<file path="config.mk">
export PLATFORM = sky130hd
export DESIGN_NAME = timer_capture_onepulse
export DESIGN_NICKNAME = d
export VERILOG_FILES = /design/src/design/timer_capture_pkg.sv /design/src/design/timer_capture_onepulse.sv
export SDC_FILE = /design/constraint.sdc
export NUM_CORES = 1
export LEC_CHECK = 0
export ABC_CLOCK_PERIOD_IN_PS = 3000
export BUFFER_PORTS_ARGS = -buffer_cell sky130_fd_sc_hd__buf_4
export CORE_ASPECT_RATIO = 1.75
export CORE_MARGIN = 5
export CORE_UTILIZATION = 55
export CTS_CLUSTER_DIAMETER = 120
export DETAILED_ROUTE_END_ITERATION = 8
export PLACE_DENSITY = 0.73
export SYNTH_ARGS = -nofsm -noshare
export SYNTH_HDL_FRONTEND = slang
export SYNTH_SLANG_ARGS = --single-unit
</file>
<file path="constraint.sdc">
create_clock -name pclk -period 3 [get_ports pclk]
set_input_delay 0.3 -clock pclk [delete_from_list [all_inputs] [get_ports pclk]]
set_output_delay 0.3 -clock pclk [all_outputs]
set_load 0.02 [all_outputs]
</file>
<file path="src/design/timer_capture_pkg.sv">
package timer_capture_pkg;

  // ***************************************************************
  // register map, byte addresses on the bus
  // ***************************************************************
  localparam logic [11:0] OFF_MAIN_CONTROL = 12'h000;
  localparam logic [11:0] OFF_TIMER_STATUS = 12'h004;
  localparam logic [11:0] OFF_EVENT_GENERATE = 12'h008;
  localparam logic [11:0] OFF_EXT_CLOCK = 12'h00C;
  localparam logic [11:0] OFF_CHANNEL_CONFIG = 12'h010;
  localparam logic [11:0] OFF_COUNTER_VALUE = 12'h014;
  localparam logic [11:0] OFF_PRESCALER_VALUE = 12'h018;
  localparam logic [11:0] OFF_AUTO_RELOAD = 12'h01C;
  localparam logic [11:0] OFF_COMPARE_VALUE = 12'h020;
  localparam logic [11:0] OFF_CH2_CAPTURE = 12'h024;
  localparam logic [11:0] OFF_REPETITION = 12'h028;

  // ***************************************************************
  // field layouts, low bit of each struct is bit 0 of its word
  // ***************************************************************
  typedef struct packed {
    logic single_shot_bit;
    logic update_suppress;
    logic counter_run_enable;
  } main_control_t;

  typedef struct packed {
    logic ch2_overcapture_flag;
    logic ch2_capture_flag;
    logic update_flag;
  } timer_status_t;

  typedef struct packed {
    logic etr_invert;
    logic [1:0] etr_prescale;
    logic ext_clock_mode2_enable;
  } ext_clock_t;

  typedef struct packed {
    logic ch1_out_enable;
    logic ch1_invert;
    logic [2:0] ch1_mode;
    logic ch2_dma_enable;
    logic ch2_capture_enable;
    logic ch2_falling;
    logic [1:0] ch2_input_select;
  } channel_config_t;

  localparam int UPDATE_GENERATE_BIT = 0;

  // ***************************************************************
  // encodings and reset values
  // ***************************************************************
  localparam logic [1:0] CH2_SELECT_DIRECT = 2'h1;
  localparam logic [2:0] OC_PWM_MODE_FIRST = 3'h6;
  localparam logic [2:0] OC_PWM_MODE_SECOND = 3'h7;
  localparam logic [1:0] ETR_DIV4 = 2'h2;
  localparam main_control_t MAIN_CONTROL_RESET = 3'h0;
  localparam timer_status_t TIMER_STATUS_RESET = 3'h0;
  localparam ext_clock_t EXT_CLOCK_RESET = 4'h0;
  localparam channel_config_t CHANNEL_CONFIG_RESET = 10'h000;
  localparam logic [31:0] AUTO_RELOAD_RESET = 32'hFFFFFFFF;

endpackage

</file>
<file path="src/design/timer_capture_onepulse.sv">
// Chosen here: the APB register port and the address map.
`timescale 1ns/1ps
// Contract
// - each active ch2 edge copies the counter into the capture register
// - each ch2 capture sets the capture flag
// - with dma enable set, each ch2 capture raises a dma request
// - capture while capture flag still set also sets overcapture flag
// - rising input transition can be chosen as the active edge
// - input select at direct value routes ch2 input to capture path
// - counter is 32 bits and counts upward to the auto-reload value
// - ext clock mode 2 enable makes trigger edges advance the counter
// - trigger path has divide-by-4 prescaler and rising-edge polarity
// - update generate reloads prescaler and preloaded values at once
// - single shot plus unmasked update clears run enable, holds counter
// - up-counting single-shot stop leaves the counter at 0
// - masked update keeps run enable set and outputs running
// - update suppress masks update effects, single-shot stop included
// - nonzero repetition counter masks the update effect
// - repetition-masked update decrements repetition; update at zero reloads it, and stops in single shot
// - single shot works with either pwm output mode
// - second pwm mode gives delay then pulse; invert or first flips it
// - delay equals compare value, pulse is reload minus compare plus 1
module timer_capture_onepulse
  import timer_capture_pkg::*;
#(
  parameter int CNT_W = 32,
  parameter int PSC_W = 16,
  parameter int REP_W = 8
) (
  // apb slave
  input wire logic pclk,
  input wire logic presetn,
  input wire logic psel,
  input wire logic penable,
  input wire logic pwrite,
  input wire logic [11:0] paddr,
  input wire logic [31:0] pwdata,
  output logic [31:0] prdata,
  output logic pready,
  output logic pslverr,
  // external signals
  input wire logic ch2_in,
  input wire logic external_trigger_input,
  // outputs
  output logic ch1_out,
  output logic ch2_dma_req
);

  // ***************************************************************
  // helpers
  // ***************************************************************
  function automatic logic hit(input logic [11:0] a,
                               input logic [11:0] off);
    return a[11:2] == off[11:2];
  endfunction

  // set beats clear, so no event is lost in the clearing cycle
  function automatic logic sticky(input logic flag, input logic set,
                                  input logic clr);
    return set | (flag & ~clr);
  endfunction

  localparam logic [CNT_W-1:0] CNT_ONE = 1;
  localparam logic [PSC_W-1:0] PSC_ONE = 1;
  localparam logic [REP_W-1:0] REP_ONE = 1;

  main_control_t ctrl;
  timer_status_t status;
  ext_clock_t ext_cfg;
  channel_config_t chan_cfg;
  logic [CNT_W-1:0] counter;
  logic [CNT_W-1:0] auto_reload_value;
  logic [CNT_W-1:0] ch2_capture_compare_value;
  logic [CNT_W-1:0] channel_compare_value;
  logic [PSC_W-1:0] prescaler_value;
  logic [PSC_W-1:0] psc_active;
  logic [PSC_W-1:0] psc_cnt;
  logic [REP_W-1:0] repetition_count;
  logic [REP_W-1:0] rep_cnt;
  logic [2:0] etr_div_cnt;
  logic etr_prev;
  logic ch2_prev;

  // ***************************************************************
  // bus decode
  // ***************************************************************
  logic access;
  logic wr;
  logic wr_main;
  logic wr_status;
  logic rd_capture;
  assign access = psel & penable & pready;
  assign wr = access & pwrite;
  assign wr_main = wr & hit(paddr, OFF_MAIN_CONTROL);
  assign wr_status = wr & hit(paddr, OFF_TIMER_STATUS);
  assign rd_capture = access & ~pwrite & hit(paddr, OFF_CH2_CAPTURE);

  // ***************************************************************
  // time base
  // ***************************************************************
  logic etr_level;
  logic etr_tick;
  logic [2:0] etr_div_max;
  logic src_tick;
  logic cnt_tick;
  logic overflow;
  logic ug;
  logic upd_event;
  logic rep_masked;
  logic stop;

  assign etr_level = external_trigger_input ^ ext_cfg.etr_invert;
  assign etr_div_max = 3'((4'h1 << ext_cfg.etr_prescale) - 4'h1);
  assign etr_tick = etr_level & ~etr_prev & (etr_div_cnt == etr_div_max);
  assign src_tick = ext_cfg.ext_clock_mode2_enable ? etr_tick : 1'b1;
  assign cnt_tick = ctrl.counter_run_enable & src_tick
                    & (psc_cnt == psc_active);
  assign overflow = cnt_tick & (counter == auto_reload_value);
  assign ug = wr & hit(paddr, OFF_EVENT_GENERATE)
              & pwdata[UPDATE_GENERATE_BIT];
  // repetition and suppress both mask the update effect
  assign rep_masked = overflow & ~ctrl.update_suppress
                      & (rep_cnt != '0);
  assign upd_event = ug | (overflow & ~ctrl.update_suppress
                           & (rep_cnt == '0));
  assign stop = overflow & ctrl.single_shot_bit & ~ctrl.update_suppress
                & (rep_cnt == '0);

  // edge divider on the trigger input; edges only, one per tick
  always_ff @(posedge pclk or negedge presetn) begin
    if (!presetn) begin
      etr_prev <= 1'b0;
      etr_div_cnt <= 3'h0;
    end else begin
      etr_prev <= etr_level;
      if (etr_level & ~etr_prev) begin
        etr_div_cnt <= (etr_div_cnt == etr_div_max) ? 3'h0
                       : etr_div_cnt + 3'h1;
      end
    end
  end

  always_ff @(posedge pclk or negedge presetn) begin
    if (!presetn) begin
      psc_cnt <= '0;
      psc_active <= '0;
    end else begin
      if (upd_event) begin
        psc_active <= prescaler_value;
      end
      if (ug) begin
        psc_cnt <= '0;
      end else if (ctrl.counter_run_enable & src_tick) begin
        psc_cnt <= (psc_cnt == psc_active) ? '0 : psc_cnt + PSC_ONE;
      end
    end
  end

  always_ff @(posedge pclk or negedge presetn) begin
    if (!presetn) begin
      counter <= '0;
    end else if (ug) begin
      counter <= '0;
    end else if (wr & hit(paddr, OFF_COUNTER_VALUE)) begin
      counter <= pwdata[CNT_W-1:0];
    end else if (cnt_tick) begin
      // wraps to zero, where a single-shot stop leaves it
      counter <= overflow ? '0 : counter + CNT_ONE;
    end
  end

  always_ff @(posedge pclk or negedge presetn) begin
    if (!presetn) begin
      rep_cnt <= '0;
    end else if (upd_event) begin
      rep_cnt <= repetition_count;
    end else if (rep_masked) begin
      rep_cnt <= rep_cnt - REP_ONE;
    end
  end

  // ***************************************************************
  // control registers
  // ***************************************************************
  always_ff @(posedge pclk or negedge presetn) begin
    if (!presetn) begin
      ctrl <= MAIN_CONTROL_RESET;
    end else if (wr_main) begin
      ctrl <= main_control_t'(pwdata[2:0]);
    end else if (stop) begin
      ctrl.counter_run_enable <= 1'b0;
    end
  end

  always_ff @(posedge pclk or negedge presetn) begin
    if (!presetn) begin
      ext_cfg <= EXT_CLOCK_RESET;
      chan_cfg <= CHANNEL_CONFIG_RESET;
      auto_reload_value <= AUTO_RELOAD_RESET[CNT_W-1:0];
      channel_compare_value <= '0;
      prescaler_value <= '0;
      repetition_count <= '0;
    end else if (wr) begin
      if (hit(paddr, OFF_EXT_CLOCK)) begin
        ext_cfg <= ext_clock_t'(pwdata[3:0]);
      end
      if (hit(paddr, OFF_CHANNEL_CONFIG)) begin
        chan_cfg <= channel_config_t'(pwdata[9:0]);
      end
      if (hit(paddr, OFF_AUTO_RELOAD)) begin
        auto_reload_value <= pwdata[CNT_W-1:0];
      end
      if (hit(paddr, OFF_COMPARE_VALUE)) begin
        channel_compare_value <= pwdata[CNT_W-1:0];
      end
      if (hit(paddr, OFF_PRESCALER_VALUE)) begin
        prescaler_value <= pwdata[PSC_W-1:0];
      end
      if (hit(paddr, OFF_REPETITION)) begin
        repetition_count <= pwdata[REP_W-1:0];
      end
    end
  end

  // ***************************************************************
  // channel 2 capture
  // ***************************************************************
  logic cap_en;
  logic ch2_edge;
  assign cap_en = chan_cfg.ch2_capture_enable
                  & (chan_cfg.ch2_input_select == CH2_SELECT_DIRECT);
  assign ch2_edge = cap_en & (chan_cfg.ch2_falling ? (ch2_prev & ~ch2_in)
                                : (~ch2_prev & ch2_in));

  always_ff @(posedge pclk or negedge presetn) begin
    if (!presetn) begin
      ch2_prev <= 1'b0;
    end else begin
      ch2_prev <= ch2_in;
    end
  end

  // no bus write path: only a capture changes it
  always_ff @(posedge pclk or negedge presetn) begin
    if (!presetn) begin
      ch2_capture_compare_value <= '0;
    end else if (ch2_edge) begin
      ch2_capture_compare_value <= counter;
    end
  end

  // flags clear on a written 0; a capture read also clears the flag
  always_ff @(posedge pclk or negedge presetn) begin
    if (!presetn) begin
      status <= TIMER_STATUS_RESET;
    end else begin
      status.update_flag <= sticky(status.update_flag, upd_event,
                                   wr_status & ~pwdata[0]);
      status.ch2_capture_flag <= sticky(status.ch2_capture_flag, ch2_edge,
        (wr_status & ~pwdata[1]) | rd_capture);
      status.ch2_overcapture_flag <= sticky(status.ch2_overcapture_flag,
        ch2_edge & status.ch2_capture_flag,
        wr_status & ~pwdata[2]);
    end
  end

  always_ff @(posedge pclk or negedge presetn) begin
    if (!presetn) begin
      ch2_dma_req <= 1'b0;
    end else begin
      ch2_dma_req <= ch2_edge & chan_cfg.ch2_dma_enable;
    end
  end

  // ***************************************************************
  // channel 1 pwm output
  // ***************************************************************
  logic below;
  logic oc_ref;
  assign below = counter < channel_compare_value;
  always_comb begin
    unique case (chan_cfg.ch1_mode)
      OC_PWM_MODE_FIRST: oc_ref = below;
      OC_PWM_MODE_SECOND: oc_ref = ~below;
      default: oc_ref = 1'b0;
    endcase
  end

  // output lags the counter by one clock so it leaves a flop
  always_ff @(posedge pclk or negedge presetn) begin
    if (!presetn) begin
      ch1_out <= 1'b0;
    end else begin
      ch1_out <= chan_cfg.ch1_out_enable
                 & (oc_ref ^ chan_cfg.ch1_invert);
    end
  end

  // ***************************************************************
  // apb read and handshake, one wait state
  // ***************************************************************
  logic [31:0] next_rdata;
  logic next_err;
  always_comb begin
    next_rdata = 32'h00000000;
    next_err = 1'b0;
    unique case ({paddr[11:2], 2'b00})
      OFF_MAIN_CONTROL: next_rdata[2:0] = ctrl;
      OFF_TIMER_STATUS: next_rdata[2:0] = status;
      OFF_EVENT_GENERATE: next_rdata = 32'h00000000;
      OFF_EXT_CLOCK: next_rdata[3:0] = ext_cfg;
      OFF_CHANNEL_CONFIG: next_rdata[9:0] = chan_cfg;
      OFF_COUNTER_VALUE: next_rdata[CNT_W-1:0] = counter;
      OFF_PRESCALER_VALUE: next_rdata[PSC_W-1:0] = prescaler_value;
      OFF_AUTO_RELOAD: next_rdata[CNT_W-1:0] = auto_reload_value;
      OFF_COMPARE_VALUE: next_rdata[CNT_W-1:0] = channel_compare_value;
      OFF_CH2_CAPTURE: begin
        next_rdata[CNT_W-1:0] = ch2_capture_compare_value;
        next_err = pwrite;
      end
      OFF_REPETITION: next_rdata[REP_W-1:0] = repetition_count;
      default: next_err = 1'b1;
    endcase
  end

  always_ff @(posedge pclk or negedge presetn) begin
    if (!presetn) begin
      pready <= 1'b0;
      prdata <= 32'h00000000;
      pslverr <= 1'b0;
    end else begin
      pready <= psel & penable & ~pready;
      if (psel & penable & ~pready) begin
        prdata <= pwrite ? 32'h00000000 : next_rdata;
        pslverr <= next_err;
      end else begin
        pslverr <= 1'b0;
      end
    end
  end
endmodule

</file>
==> run summary <==
status: finished, final reports clean
Netlist cell types: 64
DIE WIDTH: 128 µm
setup violators final: 0
Main synth FF type: dfrtp_1
Relative slew margins: 44.1%
critical path arrival: 3.31 ns
global route overflow: 0
root buffer cell: clkbuf_16
IO Pins: 87
final hold vios: 0
final WL: 39100 µm
Die ar.: 27800 µm²
syn nets: 1356
Ys Warns: 0
All-Layer GR Usage: 28.3%
Final Util: 65.4%
CP required: 3.46 ns
final slew viol count: 0
Worst-path clk slew: 0.06 ns
RePlAce Congestion: 0.969
Setup Slack @ Placement: 0.246 ns
Syn Area/Cell: 10.6 µm²
nets: 1458
Post-synth EDFFs: 0
antenna violations before repair: 0
gate count after technology mapping: 1269
setup TNS: 0 ns
layout cell share with drive strength beyond 1: 28.6%
Avg WL per Cell: 23.0 µm
Pint: 0.00569 W
drt pass-1 iters: 9
combinational power share: 4.5%
cells on worst reg2reg path: 8
switching share of power: 22.1%
initial core utilization: 56.0%
sequential share of the synthesized area: 47.4%
vias per cell: 6.45
chip height: 217 µm
worst skew pair latency: 0.55 ns
port buffer count: 84
CP endpoint kind: flip-flop
Synth Cell Area: 13400 µm²
largest net degree at the start of global routing: 78
most frequent cell after synthesis: dfrtp_1
WL met2: 20700 µm
ranking of synthesized cells by area: dfrtp_1 (41%), mux2_2 (13%), dfstp_2 (6.3%), o21ai_0 (3.8%), ha_1 (3.4%)
Clock power frac: 48.3%
P_leak: 7.34 nW
area leader, netlist: dfrtp_1
Clock Path Buffers: 3
Slew @ Worst Pin: 0.839 ns
Peak Freq: 351 MHz
DP HPWL: 28000 µm
CTS H-tree depth: 1
unrepaired setup endpoints after global routing: no
min Tclk post-route: 2.85 ns
CTS sink cnt: 253
Synth top area share: 41.1%
CTS tree: done
DR vias: 10955
DRT iter0 DRCs: 748
# DRC: 0
Min-Delay Path Depth: 2
Top Metal Used: met4
num rows: 75
period utilization: 94.9%
first-pass GRT wire length: 61900 µm
PD cells: 465 nW/µm²
n_diodes: 0
Clock Skew: 0.0193 ns
worst vdd ir: 0.000517 V
fraction of registers with async set or reset after synthesis: 100%
Routed Antenna Nets: 0
commonest cells in the netlist: dfrtp_1 (221), mux2_2 (153), o21ai_0 (102)
register bit count reported by yosys: 253
wire length on met3: 2220 µm
Hold WC Path Type: primary input to flip-flop
number of max-cap violations: 0
Setup CP Type: flip-flop to flip-flop
Core Area: 24000 µm²
Syn-to-layout area delta: 16.9%
total CTS buffers: 25
Resized Gates After CTS: 0
net switching power: 0.00161 W
Metal-1 WL: 13200 µm
total power draw: 0.00731 W
startpoint types: flip-flop
crit-path max FO: 18
vias in the first global route: 11509
Flop pwr share: 47.2%
hold_ws: 0.0180 ns
Final WS setup: 0.152 ns
## state kept, by name (all words and copies together) (netlist names), 3 cells and up
register	flops
auto_reload_value	32
ch2_capture_compare_value	32
channel_compare_value	32
counter	32
prdata	32
prescaler_value	16
psc_active	16
psc_cnt	16
chan_cfg	10
rep_cnt	8
repetition_count	8
ext_cfg	4
ctrl	3
etr_div_cnt	3
status	3
## worst paths after layout
path	to	slack, ns	from
max in group asynchronous	prdata[27]	2.00	presetn
max	counter[29]	0.15	psc_cnt[11]
min	channel_compare_value[21]	0.02	pwdata[21]
min reg2reg	prdata[9]	0.49	prdata[9]
min in group asynchronous	psc_cnt[14]	0.15	presetn
max reg2reg	counter[29]	0.15	psc_cnt[11]
## critical path: stages (launching register included)
cell	delay [ns]
dfrtp_1	0.44
xor2_1	0.17
nor4_1	0.41
nand4_1	0.39
or3_4	0.56
buf_12	0.20
nand2_1	0.23
o221ai_1	0.17
a31oi_1	0.18
## cells in the final DEF (no fill, tap or decap), types with 4 or more instances in the layout
master	n
ha_1	36
xor2_1	18
nor4_1	13
bufinv_16	6
a31oi_1	27
nand2b_1	9
o211ai_1	5
nand3b_1	5
a222oi_1	16
a22o_1	30
mux2_2	153
and4_1	8
or4_1	6
a21oi_1	51
or3_1	13
o21ai_0	102
dlygate4sd3_1	8
inv_1	43
and3_1	15
nor3_1	20
nand2_1	100
a21o_1	11
buf_12	7
a22oi_1	25
nand4_1	20
and2_1	8
dfrtp_1	221
o31ai_1	7
a221oi_1	21
a211oi_1	9
clkbuf_8	4
dfstp_2	32
nor2_1	47
clkbuf_16	25
xnor2_1	36
buf_4	145
clkbuf_1	5
nand3_1	28
nand4b_1	4
## cell type report
class | instances | area [µm²]
well taps | 308 | 385
clock inverters | 12 | 219
inverters | 43 | 161
flip-flops and latches | 253 | 6370
clock buffers | 34 | 699
multi-input cells | 887 | 6550
fillers | 1955 | 8310
repair buffers | 161 | 1320
## routing by layer
layer,up-vias,global-route usage [%]
met5,-,0
met1,5445,30.9
met2,430,50.3
met4,0,19.2
li1,4916,-
met3,164,3.53
## metrics by stage
step,instances,area (µm²)
floorplan,1269,13400
global placement,1644,14700
detailed placement,1644,14700
CTS,1698,15700
global route,1698,15700
finish,1698,15700
## power groups by stage
stage / logic (W) / clock network [W] / registers [W]
4_1_cts: 0.000333 / 0.00359 / 0.00345
5_1_grt: 0.000368 / 0.00371 / 0.00345
6_report: 0.000332 / 0.00353 / 0.00345
3_3_place_gp: 0.000320 / 0 / 0.00351
2_1_floorplan: 0.000111 / 0 / 0.00351
3_5_place_dp: 0.000323 / 0 / 0.00351
## kinds of logic (layout without fill, tap and decap cells)
logic type	after synthesis	in the layout	synth area share [%]
compound gates	325	325	16.0
xor+xnor	54	54	3.52
fa+ha+maj	36	36	3.35
buf+inv	129	250	4.08
flops	253	253	47.4
mux	156	156	13.0
simple gates	316	316	12.6
## what timing repair did
action                                 in CTS  in global routing
hold buffers                                8                  0
setup buffers                               0                  0
endpoints found under the hold margin     232                  0
setup endpoints to repair                   0                  0
(Power assumes the default switching activity.)
